$ cat src/pkg/iu_pkg.sv
// Shared constants and types of the interrupt unit.
package iu_pkg;
    // Page 0 data addresses of the unit.
    localparam logic [7:0] ADR_MASK_PT = 8'hF0;
    localparam logic [7:0] ADR_MASK_SIF = 8'hF1;
    localparam logic [7:0] ADR_MASK_K1 = 8'hF2;
    localparam logic [7:0] ADR_MASK_K0 = 8'hF3;
    localparam logic [7:0] ADR_MASK_CT = 8'hF4;
    localparam logic [7:0] ADR_FLAG_PT = 8'hF8;
    localparam logic [7:0] ADR_FLAG_SIF = 8'hF9;
    localparam logic [7:0] ADR_FLAG_K1 = 8'hFA;
    localparam logic [7:0] ADR_FLAG_K0 = 8'hFB;
    localparam logic [7:0] ADR_FLAG_CT = 8'hFC;
    localparam logic [7:0] ADR_CT_LOW = 8'h8D;
    localparam logic [7:0] ADR_CT_HIGH = 8'h8E;
    // Bit positions inside the serial nibble.
    localparam int SIF_RX_BIT = 0;
    localparam int SIF_TX_BIT = 1;
    localparam int SIF_ERR_BIT = 2;
    // Program counter layout: bank bit, page nibble, step byte.
    localparam int PC_W = 13;
    localparam logic [3:0] VEC_PAGE = 4'h1;
    localparam logic [3:0] VEC_STEP_HIGH = 4'h0;
    // Number of sources and entry timing.
    localparam int NSRC = 7;
    localparam logic [3:0] ENTRY_CYC = 4'hC;
    // Reset values.
    localparam logic [3:0] NIB_RST = 4'h0;
    localparam logic [3:0] CNT_RST = 4'h0;
    // Events raised by on-chip peripherals, one-cycle pulses or levels.
    typedef struct packed {
        logic pt_zero;
        logic sif_err;
        logic sif_rx;
        logic sif_tx;
        logic [3:0] ct_tap;
    } iu_evt_t;
    // Vector request handed to the CPU core.
    typedef struct packed {
        logic busy;
        logic save_pc;
        logic load_vec;
        logic [PC_W-1:0] vector;
    } iu_entry_t;
    typedef enum logic [1:0] {
        ST_IDLE = 2'b00,
        ST_ENTRY = 2'b01
    } iu_state_t;
endpackage : iu_pkg

$ cat src/hdl/iu_top.sv
// Interrupt unit: request flags, masks, priority vectoring and CPU entry timing.
//
// Behaviour
// - Flags set even when mask is zero
// - Vector stays in current program bank
// - Vectors from 102H, two words each, fixed order
// - Programmable timer flag read at F8H
// - Three serial flags share nibble F9H
// - Upper key group flag read at FAH
// - Lower key group flag read at FBH
// - Clock timer flags FCH, count 8DH/8EH
// - Timer clock key pin feeds key logic, timer
// - Entry saves PC, loads vector, 12 cycles
// - Vector replaces PC below bank bit, low nibble by fixed priority
// - Mask bit matches flag bit, F0H-F4H
//
// Added by the designer: the plain strobed port and the address map.
`timescale 1ns/1ps
module iu_top
    import iu_pkg::*;
(
    input wire logic clk, // System clock, 100 MHz.
    input wire logic sys_rst, // Synchronous reset, active high.
    input wire logic [7:0] reg_addr, // Page 0 data address.
    input wire logic [3:0] reg_wdata, // Write data nibble.
    input wire logic reg_wr, // Write strobe.
    input wire logic reg_rd, // Read strobe.
    output logic [3:0] reg_rdata, // Read data, cycle after the strobe.
    input wire iu_evt_t evt, // Peripheral events.
    input wire logic [7:0] ct_count, // Clock timer count.
    input wire logic [3:0] upper_key_input_group, // Key pins, asynchronous.
    input wire logic [3:0] lower_key_input_group, // Key pins, asynchronous.
    output logic timer_clock_key_pin, // Synchronised timer clock to the timer.
    input wire logic interrupts_enabled_state, // CPU interrupt flag.
    input wire logic [PC_W-1:0] pc, // Current program counter.
    input wire logic int_ack, // CPU starts interrupt entry.
    output logic irq, // Level request to the CPU.
    output iu_entry_t entry // Entry sequence towards the CPU.
);

    // Priority encoder used by the entry capture for the vector low nibble.
    function automatic logic [3:0] vec_low(input logic [NSRC-1:0] pend);
        logic [3:0] v;
        v = 4'h0;
        for (int i = NSRC - 1; i >= 0; i--) begin
            if (pend[i]) begin
                v = 4'((i + 1) * 2);
            end
        end
        return v;
    endfunction : vec_low

    logic pt_flag_r, k1_flag_r, k0_flag_r;
    logic [2:0] sif_flag_r;
    logic [3:0] ct_flag_r;
    logic pt_mask_r, k1_mask_r, k0_mask_r;
    logic [2:0] sif_mask_r;
    logic [3:0] ct_mask_r;
    logic [3:0] up_s1_r, up_s2_r, up_d_r, lo_s1_r, lo_s2_r, lo_d_r;
    logic [3:0] ct_tap_d_r, ct_high_r, cnt_r;
    logic [NSRC-1:0] pend;
    logic k1_evt, k0_evt, wr_ff;
    iu_state_t state_r;

    assign wr_ff = reg_wr;
    // Event edges; the key groups fire on either edge of any pin.
    assign k1_evt = |(up_s2_r ^ up_d_r);
    assign k0_evt = |(lo_s2_r ^ lo_d_r);

    // Key pins pass two flops before edge detection.
    always_ff @(posedge clk) begin
        if (sys_rst) begin
            up_s1_r <= NIB_RST;
            up_s2_r <= NIB_RST;
            up_d_r <= NIB_RST;
            lo_s1_r <= NIB_RST;
            lo_s2_r <= NIB_RST;
            lo_d_r <= NIB_RST;
            timer_clock_key_pin <= 1'b0;
        end else begin
            up_s1_r <= upper_key_input_group;
            up_s2_r <= up_s1_r;
            up_d_r <= up_s2_r;
            lo_s1_r <= lower_key_input_group;
            lo_s2_r <= lo_s1_r;
            lo_d_r <= lo_s2_r;
            timer_clock_key_pin <= lo_s2_r[2];
        end
    end

    // Clock timer taps are remembered to find their falling edges.
    always_ff @(posedge clk) begin
        if (sys_rst) begin
            ct_tap_d_r <= NIB_RST;
        end else begin
            ct_tap_d_r <= evt.ct_tap;
        end
    end

    // Flags set on their event regardless of mask; write one clears, a set in the same cycle wins.
    always_ff @(posedge clk) begin
        if (sys_rst) begin
            pt_flag_r <= 1'b0;
            sif_flag_r <= 3'h0;
            k1_flag_r <= 1'b0;
            k0_flag_r <= 1'b0;
            ct_flag_r <= NIB_RST;
        end else begin
            pt_flag_r <= (pt_flag_r & ~(wr_ff && reg_addr == ADR_FLAG_PT && reg_wdata[0]))
                | evt.pt_zero;
            sif_flag_r[SIF_RX_BIT] <= (sif_flag_r[SIF_RX_BIT]
                & ~(wr_ff && reg_addr == ADR_FLAG_SIF && reg_wdata[SIF_RX_BIT])) | evt.sif_rx;
            sif_flag_r[SIF_TX_BIT] <= (sif_flag_r[SIF_TX_BIT]
                & ~(wr_ff && reg_addr == ADR_FLAG_SIF && reg_wdata[SIF_TX_BIT])) | evt.sif_tx;
            sif_flag_r[SIF_ERR_BIT] <= (sif_flag_r[SIF_ERR_BIT]
                & ~(wr_ff && reg_addr == ADR_FLAG_SIF && reg_wdata[SIF_ERR_BIT])) | evt.sif_err;
            k1_flag_r <= (k1_flag_r & ~(wr_ff && reg_addr == ADR_FLAG_K1 && reg_wdata[0])) | k1_evt;
            k0_flag_r <= (k0_flag_r & ~(wr_ff && reg_addr == ADR_FLAG_K0 && reg_wdata[0])) | k0_evt;
            ct_flag_r <= (ct_flag_r & ~((wr_ff && reg_addr == ADR_FLAG_CT) ? reg_wdata : NIB_RST))
                | (ct_tap_d_r & ~evt.ct_tap);
        end
    end

    // Masks mirror the flag layout; software is trusted to write them only while interrupts are blocked.
    always_ff @(posedge clk) begin
        if (sys_rst) begin
            pt_mask_r <= 1'b0;
            sif_mask_r <= 3'h0;
            k1_mask_r <= 1'b0;
            k0_mask_r <= 1'b0;
            ct_mask_r <= NIB_RST;
        end else if (reg_wr) begin
            case (reg_addr)
                ADR_MASK_PT: pt_mask_r <= reg_wdata[0];
                ADR_MASK_SIF: sif_mask_r <= reg_wdata[2:0];
                ADR_MASK_K1: k1_mask_r <= reg_wdata[0];
                ADR_MASK_K0: k0_mask_r <= reg_wdata[0];
                ADR_MASK_CT: ct_mask_r <= reg_wdata;
                default: ;
            endcase
        end
    end

    // Read port; reading the low count nibble freezes the high one so the pair is coherent.
    always_ff @(posedge clk) begin
        if (sys_rst) begin
            reg_rdata <= NIB_RST;
            ct_high_r <= NIB_RST;
        end else begin
            if (reg_rd && reg_addr == ADR_CT_LOW) begin
                ct_high_r <= ct_count[7:4];
            end
            if (reg_rd) begin
                case (reg_addr)
                    ADR_MASK_PT: reg_rdata <= {3'h0, pt_mask_r};
                    ADR_MASK_SIF: reg_rdata <= {1'b0, sif_mask_r};
                    ADR_MASK_K1: reg_rdata <= {3'h0, k1_mask_r};
                    ADR_MASK_K0: reg_rdata <= {3'h0, k0_mask_r};
                    ADR_MASK_CT: reg_rdata <= ct_mask_r;
                    ADR_FLAG_PT: reg_rdata <= {3'h0, pt_flag_r};
                    ADR_FLAG_SIF: reg_rdata <= {1'b0, sif_flag_r};
                    ADR_FLAG_K1: reg_rdata <= {3'h0, k1_flag_r};
                    ADR_FLAG_K0: reg_rdata <= {3'h0, k0_flag_r};
                    ADR_FLAG_CT: reg_rdata <= ct_flag_r;
                    ADR_CT_LOW: reg_rdata <= ct_count[3:0];
                    ADR_CT_HIGH: reg_rdata <= ct_high_r;
                    default: reg_rdata <= NIB_RST;
                endcase
            end else begin
                reg_rdata <= NIB_RST;
            end
        end
    end

    // Pending sources in priority order, bit 0 highest.
    assign pend = {|(ct_flag_r & ct_mask_r), k0_flag_r & k0_mask_r, k1_flag_r & k1_mask_r,
        sif_flag_r[SIF_TX_BIT] & sif_mask_r[SIF_TX_BIT], sif_flag_r[SIF_RX_BIT] & sif_mask_r[SIF_RX_BIT],
        sif_flag_r[SIF_ERR_BIT] & sif_mask_r[SIF_ERR_BIT], pt_flag_r & pt_mask_r};

    // Request level; held low during entry so the CPU cannot nest one mid-sequence.
    always_ff @(posedge clk) begin
        if (sys_rst) begin
            irq <= 1'b0;
        end else begin
            // Dropped in the cycle an entry is taken, so the first entry cycle never shows a stale request.
            irq <= (|pend) && interrupts_enabled_state && state_r == ST_IDLE && !(int_ack && irq);
        end
    end

    // Entry sequence: save cycle first, vector load in the last of twelve cycles.
    always_ff @(posedge clk) begin
        if (sys_rst) begin
            state_r <= ST_IDLE;
            cnt_r <= CNT_RST;
            entry <= '0;
        end else begin
            entry.save_pc <= 1'b0;
            entry.load_vec <= 1'b0;
            case (state_r)
                ST_IDLE: begin
                    if (int_ack && irq && (|pend)) begin
                        state_r <= ST_ENTRY;
                        cnt_r <= 4'h1;
                        entry.busy <= 1'b1;
                        entry.save_pc <= 1'b1;
                        entry.vector <= {pc[PC_W-1], VEC_PAGE, VEC_STEP_HIGH, vec_low(pend)};
                    end
                end
                ST_ENTRY: begin
                    cnt_r <= cnt_r + 4'h1;
                    entry.load_vec <= (cnt_r == ENTRY_CYC - 4'h1);
                    if (cnt_r == ENTRY_CYC) begin
                        state_r <= ST_IDLE;
                        cnt_r <= CNT_RST;
                        entry.busy <= 1'b0;
                    end
                end
                default: begin
                    state_r <= ST_IDLE;
                    entry.busy <= 1'b0;
                end
            endcase
        end
    end

    // Checks on the logic above.
    flag_unmasked_a: assert property (@(posedge clk) disable iff (sys_rst)
        evt.pt_zero |=> pt_flag_r) else $error("timer flag not set");
    set_wins_a: assert property (@(posedge clk) disable iff (sys_rst)
        (evt.sif_rx && reg_wr && reg_addr == ADR_FLAG_SIF && reg_wdata[SIF_RX_BIT]) |=> sif_flag_r[SIF_RX_BIT])
        else $error("receive event lost on clear");
    bank_kept_a: assert property (@(posedge clk) disable iff (sys_rst)
        (state_r == ST_IDLE && int_ack && irq && (|pend)) |=> entry.vector[PC_W-1] == $past(pc[PC_W-1])
        && entry.vector[11:4] == {VEC_PAGE, VEC_STEP_HIGH}) else $error("vector left bank");
    top_prio_a: assert property (@(posedge clk) disable iff (sys_rst)
        (state_r == ST_IDLE && int_ack && irq && pend[0]) |=> entry.vector[3:0] == 4'h2)
        else $error("timer vector wrong");
    low_prio_a: assert property (@(posedge clk) disable iff (sys_rst)
        (state_r == ST_IDLE && int_ack && irq && pend == 7'h40) |=> entry.vector[3:0] == 4'hE)
        else $error("clock timer vector wrong");
    entry_len_a: assert property (@(posedge clk) disable iff (sys_rst)
        $rose(entry.save_pc) |-> ##11 entry.load_vec ##1 !entry.busy) else $error("entry not 12 cycles");
    req_gate_a: assert property (@(posedge clk) disable iff (sys_rst)
        irq |-> $past(interrupts_enabled_state) && $past(|pend)) else $error("request without cause");
    flag_read_a: assert property (@(posedge clk) disable iff (sys_rst)
        (reg_rd && reg_addr == ADR_FLAG_K1 && !k1_evt) |=> reg_rdata == {3'h0, $past(k1_flag_r)})
        else $error("upper key flag read wrong");
    key_edge_a: assert property (@(posedge clk) disable iff (sys_rst)
        (lo_s2_r[2] != lo_d_r[2]) |=> k0_flag_r && timer_clock_key_pin == $past(lo_s2_r[2]))
        else $error("shared key pin missed");
    mask_bit_a: assert property (@(posedge clk) disable iff (sys_rst)
        (reg_wr && reg_addr == ADR_MASK_CT) |=> ct_mask_r == $past(reg_wdata)) else $error("mask not stored");

    // A CPU blocked in one cycle sees no request in the next cycle.
    irq_blocked_a: assert property (@(posedge clk) disable iff (sys_rst)
        !interrupts_enabled_state |=> !irq)
        else $error("request while interrupts blocked");

    // The request stays low for the whole entry sequence.
    irq_busy_a: assert property (@(posedge clk) disable iff (sys_rst)
        entry.busy |-> !irq)
        else $error("request during entry");

    // Nothing pending means no request one cycle later.
    irq_low_a: assert property (@(posedge clk) disable iff (sys_rst)
        !(|pend) |=> !irq)
        else $error("request with nothing pending");

    // An acknowledge without a request must not start an entry.
    ack_ignored_a: assert property (@(posedge clk) disable iff (sys_rst)
        (state_r == ST_IDLE && int_ack && !irq) |=> !entry.save_pc)
        else $error("entry without request");

    // The save pulse belongs to a running entry.
    save_busy_a: assert property (@(posedge clk) disable iff (sys_rst)
        entry.save_pc |-> entry.busy)
        else $error("save outside entry");

    // The save pulse lasts exactly one cycle.
    save_once_a: assert property (@(posedge clk) disable iff (sys_rst)
        entry.save_pc |=> !entry.save_pc)
        else $error("save pulse too long");

    // Loading the vector ends the sequence.
    load_end_a: assert property (@(posedge clk) disable iff (sys_rst)
        entry.load_vec |=> !entry.busy)
        else $error("entry runs past vector load");

    // Without an acknowledge an idle unit stays idle.
    vec_idle_a: assert property (@(posedge clk) disable iff (sys_rst)
        (state_r == ST_IDLE && !int_ack) |=> !entry.busy)
        else $error("entry started without acknowledge");

    // The vector only moves when a new entry begins.
    vec_keep_a: assert property (@(posedge clk) disable iff (sys_rst)
        $changed(entry.vector) |-> entry.save_pc)
        else $error("vector changed mid-run");

    // The entry counter never runs past its end point.
    cnt_range_a: assert property (@(posedge clk) disable iff (sys_rst)
        cnt_r <= ENTRY_CYC)
        else $error("entry counter overrun");

    // Writing one clears the timer flag when no event competes.
    pt_clear_a: assert property (@(posedge clk) disable iff (sys_rst)
        (reg_wr && reg_addr == ADR_FLAG_PT && reg_wdata[0] && !evt.pt_zero) |=> !pt_flag_r)
        else $error("timer flag not cleared");

    // A flag is sticky until software writes its address.
    pt_hold_a: assert property (@(posedge clk) disable iff (sys_rst)
        (pt_flag_r && !(reg_wr && reg_addr == ADR_FLAG_PT)) |=> pt_flag_r)
        else $error("timer flag lost");

    // An edge on the upper group raises its flag.
    k1_set_a: assert property (@(posedge clk) disable iff (sys_rst)
        k1_evt |=> k1_flag_r)
        else $error("upper key flag missed");

    // An edge on the lower group raises its flag.
    k0_set_a: assert property (@(posedge clk) disable iff (sys_rst)
        k0_evt |=> k0_flag_r)
        else $error("lower key flag missed");

    // A falling slow tap raises its flag.
    ct_fall_a: assert property (@(posedge clk) disable iff (sys_rst)
        (ct_tap_d_r[3] && !evt.ct_tap[3]) |=> ct_flag_r[3])
        else $error("clock timer flag missed");

    // Reading the low count nibble freezes the high one.
    ct_high_a: assert property (@(posedge clk) disable iff (sys_rst)
        (reg_rd && reg_addr == ADR_CT_LOW) |=> ct_high_r == $past(ct_count[7:4]))
        else $error("high count not frozen");

    // Read data fall back to zero outside the answer cycle.
    rdata_idle_a: assert property (@(posedge clk) disable iff (sys_rst)
        !reg_rd |=> reg_rdata == NIB_RST)
        else $error("read data left standing");

    // The serial mask keeps the written bits.
    mask_sif_a: assert property (@(posedge clk) disable iff (sys_rst)
        (reg_wr && reg_addr == ADR_MASK_SIF) |=> sif_mask_r == $past(reg_wdata[2:0]))
        else $error("serial mask not stored");

    // The second synchroniser stage copies the first.
    sync_up_a: assert property (@(posedge clk) disable iff (sys_rst)
        up_s2_r == $past(up_s1_r))
        else $error("key synchroniser broken");

    // The timer clock follows the synchronised shared pin.
    tck_follow_a: assert property (@(posedge clk) disable iff (sys_rst)
        timer_clock_key_pin == $past(lo_s2_r[2]))
        else $error("timer clock not following pin");

    // A transmit event raises its flag.
    sif_tx_set_a: assert property (@(posedge clk) disable iff (sys_rst)
        evt.sif_tx |=> sif_flag_r[SIF_TX_BIT])
        else $error("transmit flag missed");

    // An error event raises its flag.
    sif_err_set_a: assert property (@(posedge clk) disable iff (sys_rst)
        evt.sif_err |=> sif_flag_r[SIF_ERR_BIT])
        else $error("error flag missed");
endmodule : iu_top

$ cat config.mk
export PLATFORM = sky130hd
export DESIGN_NAME = iu_top
export DESIGN_NICKNAME = d
export VERILOG_FILES = /design/src/pkg/iu_pkg.sv /design/src/hdl/iu_top.sv
export SDC_FILE = /design/constraint.sdc
export NUM_CORES = 1
export LEC_CHECK = 0
export ABC_AREA = 0
export BUFFER_PORTS_ARGS = -buffer_cell sky130_fd_sc_hd__buf_2
export CAP_MARGIN = 10
export CORE_MARGIN = 1.5
export CORE_UTILIZATION = 57
export CTS_CLUSTER_DIAMETER = 150
export DETAILED_ROUTE_END_ITERATION = 8
export PLACE_DENSITY = 0.82
export RECOVER_POWER = 50
export SETUP_SLACK_MARGIN = 0.15
export SYNTH_ARGS = -nofsm -noshare
export SYNTH_HDL_FRONTEND = slang
export SYNTH_SLANG_ARGS = --single-unit
$ cat constraint.sdc
create_clock -name clk -period 4.05 [get_ports clk]
set_clock_uncertainty 0.2 [all_clocks]
set_input_delay 0.6075 -clock clk [delete_from_list [all_inputs] [get_ports clk]]
set_output_delay 0.6075 -clock clk [all_outputs]
set_load 0.005 [all_outputs]
==> impl_metrics.prom <==
# TYPE chip_impl_metric gauge
chip_impl_info{name="worst_hold_path_type",value="reg -> reg"} 1
chip_impl_metric{name="max_slew_margin",unit="%"} 6.484
chip_impl_info{name="worst_hold_path.endpoint",value="up_s2_r[3]"} 1
chip_impl_metric{name="timing.max_cap.violations",unit=""} 0
chip_impl_metric{name="ioPinCount",unit=""} 77
chip_impl_metric{name="numClockSinks",unit=""} 70
chip_impl_metric{name="place_congestion",unit=""} 0.8649
chip_impl_metric{name="antennaDiodeCount",unit=""} 0
chip_impl_metric{name="global_route.usage.met3",unit="%"} 6.228
chip_impl_metric{name="std_cell_rows",unit=""} 26
chip_impl_metric{name="die-width",unit="um"} 76.13
chip_impl_metric{name="critical_path_arrival",unit="ns"} 2.20
chip_impl_metric{name="r2r.worst_path.cells",unit=""} 4
chip_impl_metric{name="yosysSeqAreaShare",unit="%"} 45.98
chip_impl_metric{name="crit_required",unit="ns"} 4.06
chip_impl_metric{name="synth_area_per_cell",unit="um2"} 9.585
chip_impl_info{name="worst_setup_path_start_kind",value="input pin"} 1
chip_impl_metric{name="synth-edff-count",unit=""} 0
chip_impl_metric{name="grt_first_pass_wirelength",unit="um"} 10070
chip_impl_metric{name="final_cell_area",unit="um2"} 3496
chip_impl_metric{name="detailedRoute.firstIterationViolations",unit=""} 151
chip_impl_metric{name="hpwl",unit="um"} 4148
chip_impl_metric{name="post-place-ws",unit="ns"} 1.906
chip_impl_info{name="synth.top_cells.by_count",value="70 x sky130_fd_sc_hd__dfxtp_1, 29 x sky130_fd_sc_hd__nor2b_1, 24 x sky130_fd_sc_hd__a21oi_1, 23 x sky130_fd_sc_hd__nor2_1, 15 x sky130_fd_sc_hd__mux2i_1"} 1
chip_impl_metric{name="synthDistinctLibCells",unit=""} 51
chip_impl_info{name="yosys.cell_count.top_type",value="sky130_fd_sc_hd__dfxtp_1"} 1
chip_impl_metric{name="placement.cell_area",unit="um2"} 3332
chip_impl_metric{name="global_routing_met1_resource_utilization",unit="%"} 26.33
chip_impl_metric{name="total_power",unit="mW"} 1.304
chip_impl_metric{name="detail_route.drc_violations",unit=""} 0
chip_impl_info{name="synth.top_cells.by_area",value="sky130_fd_sc_hd__dfxtp_1 46%, sky130_fd_sc_hd__nor2b_1 6.0%, sky130_fd_sc_hd__mux2i_1 4.9%"} 1
chip_impl_metric{name="postCtsSetupBuffers",unit=""} 0
chip_impl_metric{name="numCtsBuffers",unit=""} 9
chip_impl_metric{name="area_share_of_the_leading_cell_type_in_the_synthesized_netlist",unit="%"} 45.98
chip_impl_metric{name="max_freq",unit="GHz"} 0.4574
chip_impl_metric{name="whs",unit="ns"} 0.2390
chip_impl_info{name="rr_startpoint",value="ct_flag_r[3]"} 1
chip_impl_info{name="cell_by_cell_trace_of_the_critical_path",value="clkbuf_1 -> buf_4 -> nor2b_1"} 1
chip_impl_metric{name="critical_path.max_stage_delay",unit="ns"} 1.00
chip_impl_metric{name="grtUsageTotal",unit="%"} 21.82
chip_impl_metric{name="yosysWarnings",unit=""} 0
chip_impl_metric{name="synth_area",unit="um2"} 3048
chip_impl_metric{name="initial_utilization",unit="%"} 59.30
chip_impl_metric{name="drt-pass1-iter-count",unit=""} 4
chip_impl_metric{name="first_global_vias",unit=""} 2275
chip_impl_info{name="hold_start",value="up_s1_r[3]"} 1
chip_impl_metric{name="setup_tns",unit="ns"} 0
chip_impl_metric{name="nets",unit=""} 429
chip_impl_metric{name="clock_latency",unit="ns"} 0.35
chip_impl_info{name="cts_tree",value="done"} 1
chip_impl_metric{name="timing.final.ws_setup",unit="ns"} 1.864
chip_impl_info{name="setup.worst_path.class",value="in -> reg"} 1
chip_impl_metric{name="core",unit="um2"} 5140
chip_impl_metric{name="floorplan.die.height",unit="um"} 76.13
chip_impl_metric{name="tightest_slew",unit="ns"} 1.403
chip_impl_info{name="root_buffer_master",value="sky130_fd_sc_hd__clkbuf_8"} 1
chip_impl_info{name="dominantRegCellSynth",value="sky130_fd_sc_hd__dfxtp_1"} 1
chip_impl_info{name="worst_r2r_endpoint",value="cnt_r[1]"} 1
chip_impl_metric{name="number_of_instances_in_the_synthesized_netlist",unit=""} 318
chip_impl_info{name="status",value="finished clean"} 1
chip_impl_metric{name="maximum_count_of_clock_buffers_along_a_single_path",unit=""} 2
chip_impl_metric{name="path_clk_slew",unit="ns"} 0.06
chip_impl_metric{name="placedCellCount",unit=""} 431
chip_impl_metric{name="setup_viol_count_final",unit=""} 0
chip_impl_metric{name="timing.critical_path.fanout_max",unit=""} 35
chip_impl_metric{name="share_of_synthesized_flip_flops_with_an_asynchronous_set_or_reset",unit="%"} 0
chip_impl_metric{name="total_gr_overflow",unit=""} 0
chip_impl_info{name="critical_path.slowest_cell",value="sky130_fd_sc_hd__clkbuf_1"} 1
chip_impl_metric{name="finalMaxSlewViolations",unit=""} 0
chip_impl_metric{name="report.final.hold_viol_count",unit=""} 0
chip_impl_info{name="synth_top_cell_by_area",value="sky130_fd_sc_hd__dfxtp_1"} 1
chip_impl_info{name="rsz_0062_raised_after_global_routing",value="false"} 1
chip_impl_info{name="cp-end-kind",value="register"} 1
chip_impl_metric{name="drtAntennaViolNets",unit=""} 0
chip_impl_metric{name="route.detailed.wl_per_inst",unit="um"} 13.37
chip_impl_metric{name="worst_hold_path.num_cells",unit=""} 1
chip_impl_metric{name="route.vias.total",unit=""} 2392
chip_impl_metric{name="die_area",unit="um2"} 5795
chip_impl_metric{name="worst_ir_drop_vdd",unit="mV"} 0.2599
chip_impl_metric{name="cts_repair_resize_count",unit=""} 0
chip_impl_metric{name="finalCoreUtilization",unit="%"} 68.01
chip_impl_metric{name="cellPowerDensity",unit="nW/um2"} 373.1
chip_impl_metric{name="grt_antenna_before_repair",unit=""} 0
chip_impl_metric{name="total_leakage_power",unit="nW"} 1.474
chip_impl_metric{name="yosys_register_bits",unit=""} 70
chip_impl_metric{name="drt_wl_total",unit="um"} 5961
chip_impl_metric{name="met2_track_demand_over_resource_in_global_routing",unit="%"} 36.22
chip_impl_metric{name="syn_to_layout_area_delta",unit="%"} 14.70
chip_impl_metric{name="post-route-period-util",unit="%"} 53.99
chip_impl_metric{name="buffer_ports.inserted",unit=""} 56
chip_impl_metric{name="post_drt_via_cell_ratio",unit=""} 5.363
chip_impl_metric{name="grt_max_degree",unit=""} 36
chip_impl_info{name="grt.busiest_layer",value="met2"} 1
chip_impl_metric{name="layout.filler_cells",unit=""} 412
chip_impl_metric{name="clock_tree.htree_level_count",unit=""} 3
chip_impl_metric{name="cell_count_final_fillers_out",unit=""} 446
chip_impl_metric{name="ff2ff_setup_slack",unit="ns"} 2.36
chip_impl_metric{name="final_layout_size_suffix_gt1_share",unit="%"} 22.34
chip_impl_metric{name="postCtsHoldBufs",unit=""} 0
chip_impl_metric{name="final_worst_path_period_need",unit="ns"} 2.186
flip-flops by register name, summed over array words and instances (netlist names), 3 cells and up:
signal,count
up_d_r,4
sif_mask_r,3
cnt_r,4
lo_d_r,4
ct_tap_d_r,4
lo_s2_r,4
reg_rdata,4
sif_flag_r,3
lo_s1_r,4
entry,8
ct_mask_r,4
up_s1_r,4
up_s2_r,4
ct_flag_r,4
ct_high_r,4
per-layer routing:
metal  part of all wire, %  vias to the layer above
li1                      -                     1203
met4                   1.6                        0
met1                    45                     1101
met3                   5.6                        9
met2                    48                       79
met5                     0                        -
cell usage in the layout, fill, tap and decap left out, types with 11 or more instances in the layout:
cell,Yosys,layout
sky130_fd_sc_hd__a21oi_1,24,24
sky130_fd_sc_hd__nor2_1,23,23
sky130_fd_sc_hd__dfxtp_1,70,70
sky130_fd_sc_hd__o21ai_1,13,13
sky130_fd_sc_hd__buf_2,4,53
sky130_fd_sc_hd__nor2b_1,29,29
sky130_fd_sc_hd__mux2i_1,15,15
sky130_fd_sc_hd__nand2_1,14,14
sky130_fd_sc_hd__clkbuf_8,0,11
sky130_fd_sc_hd__nand2b_1,12,12
where the power goes:
| part | switching (mW) | total [mW] | internal (mW) |
|---|---|---|---|
| Sequential | 0.0113 | 0.719 | 0.707 |
| Clock | 0.239 | 0.491 | 0.252 |
| Combinational | 0.0524 | 0.0947 | 0.0423 |
cell families (layout without fill, tap and decap cells):
| family | Yosys count | in the layout | synth area share [%] |
|---|---|---|---|
| AO/OA/AOI/OAI | 70 | 70 | 14.66 |
| AND/OR/NAND/NOR | 114 | 114 | 23.23 |
| XOR/XNOR | 9 | 9 | 2.586 |
| other | 1 | 8 | 0.1230 |
| multiplexers | 21 | 21 | 7.512 |
| adder cells (fa/ha/maj) | 2 | 2 | 0.8209 |
| flip-flops | 70 | 70 | 45.98 |
| buffers and inverters | 31 | 82 | 5.090 |
critical path, delay by kind of cell:
kind / cells / cell delay [ns]
buf+inv: 2 / 1.49
simple gates: 1 / 0.09
cell type report:
class	count	area, um2	share of cell area [%]
Clock buffer	14	162.7	4.653
Clock inverter	1	5.005	0.1432
Inverter	10	37.54	1.074
Multi-Input combinational cell	224	1518	43.41
Sequential cell	70	1401	40.09
Tap cell	70	87.58	2.505
Timing Repair Buffer	57	284.0	8.125
worst max path at each step:
stage / start / end
floorplan: reg_addr[3] / reg_rdata[0]
global placement: reg_addr[1] / ct_high_r[2]
detailed placement: reg_addr[3] / ct_high_r[0]
CTS: reg_addr[3] / ct_high_r[0]
global route: sys_rst / lo_d_r[1]
finish: sys_rst / lo_d_r[1]
Note: power is estimated with default switching activity, not from simulation.
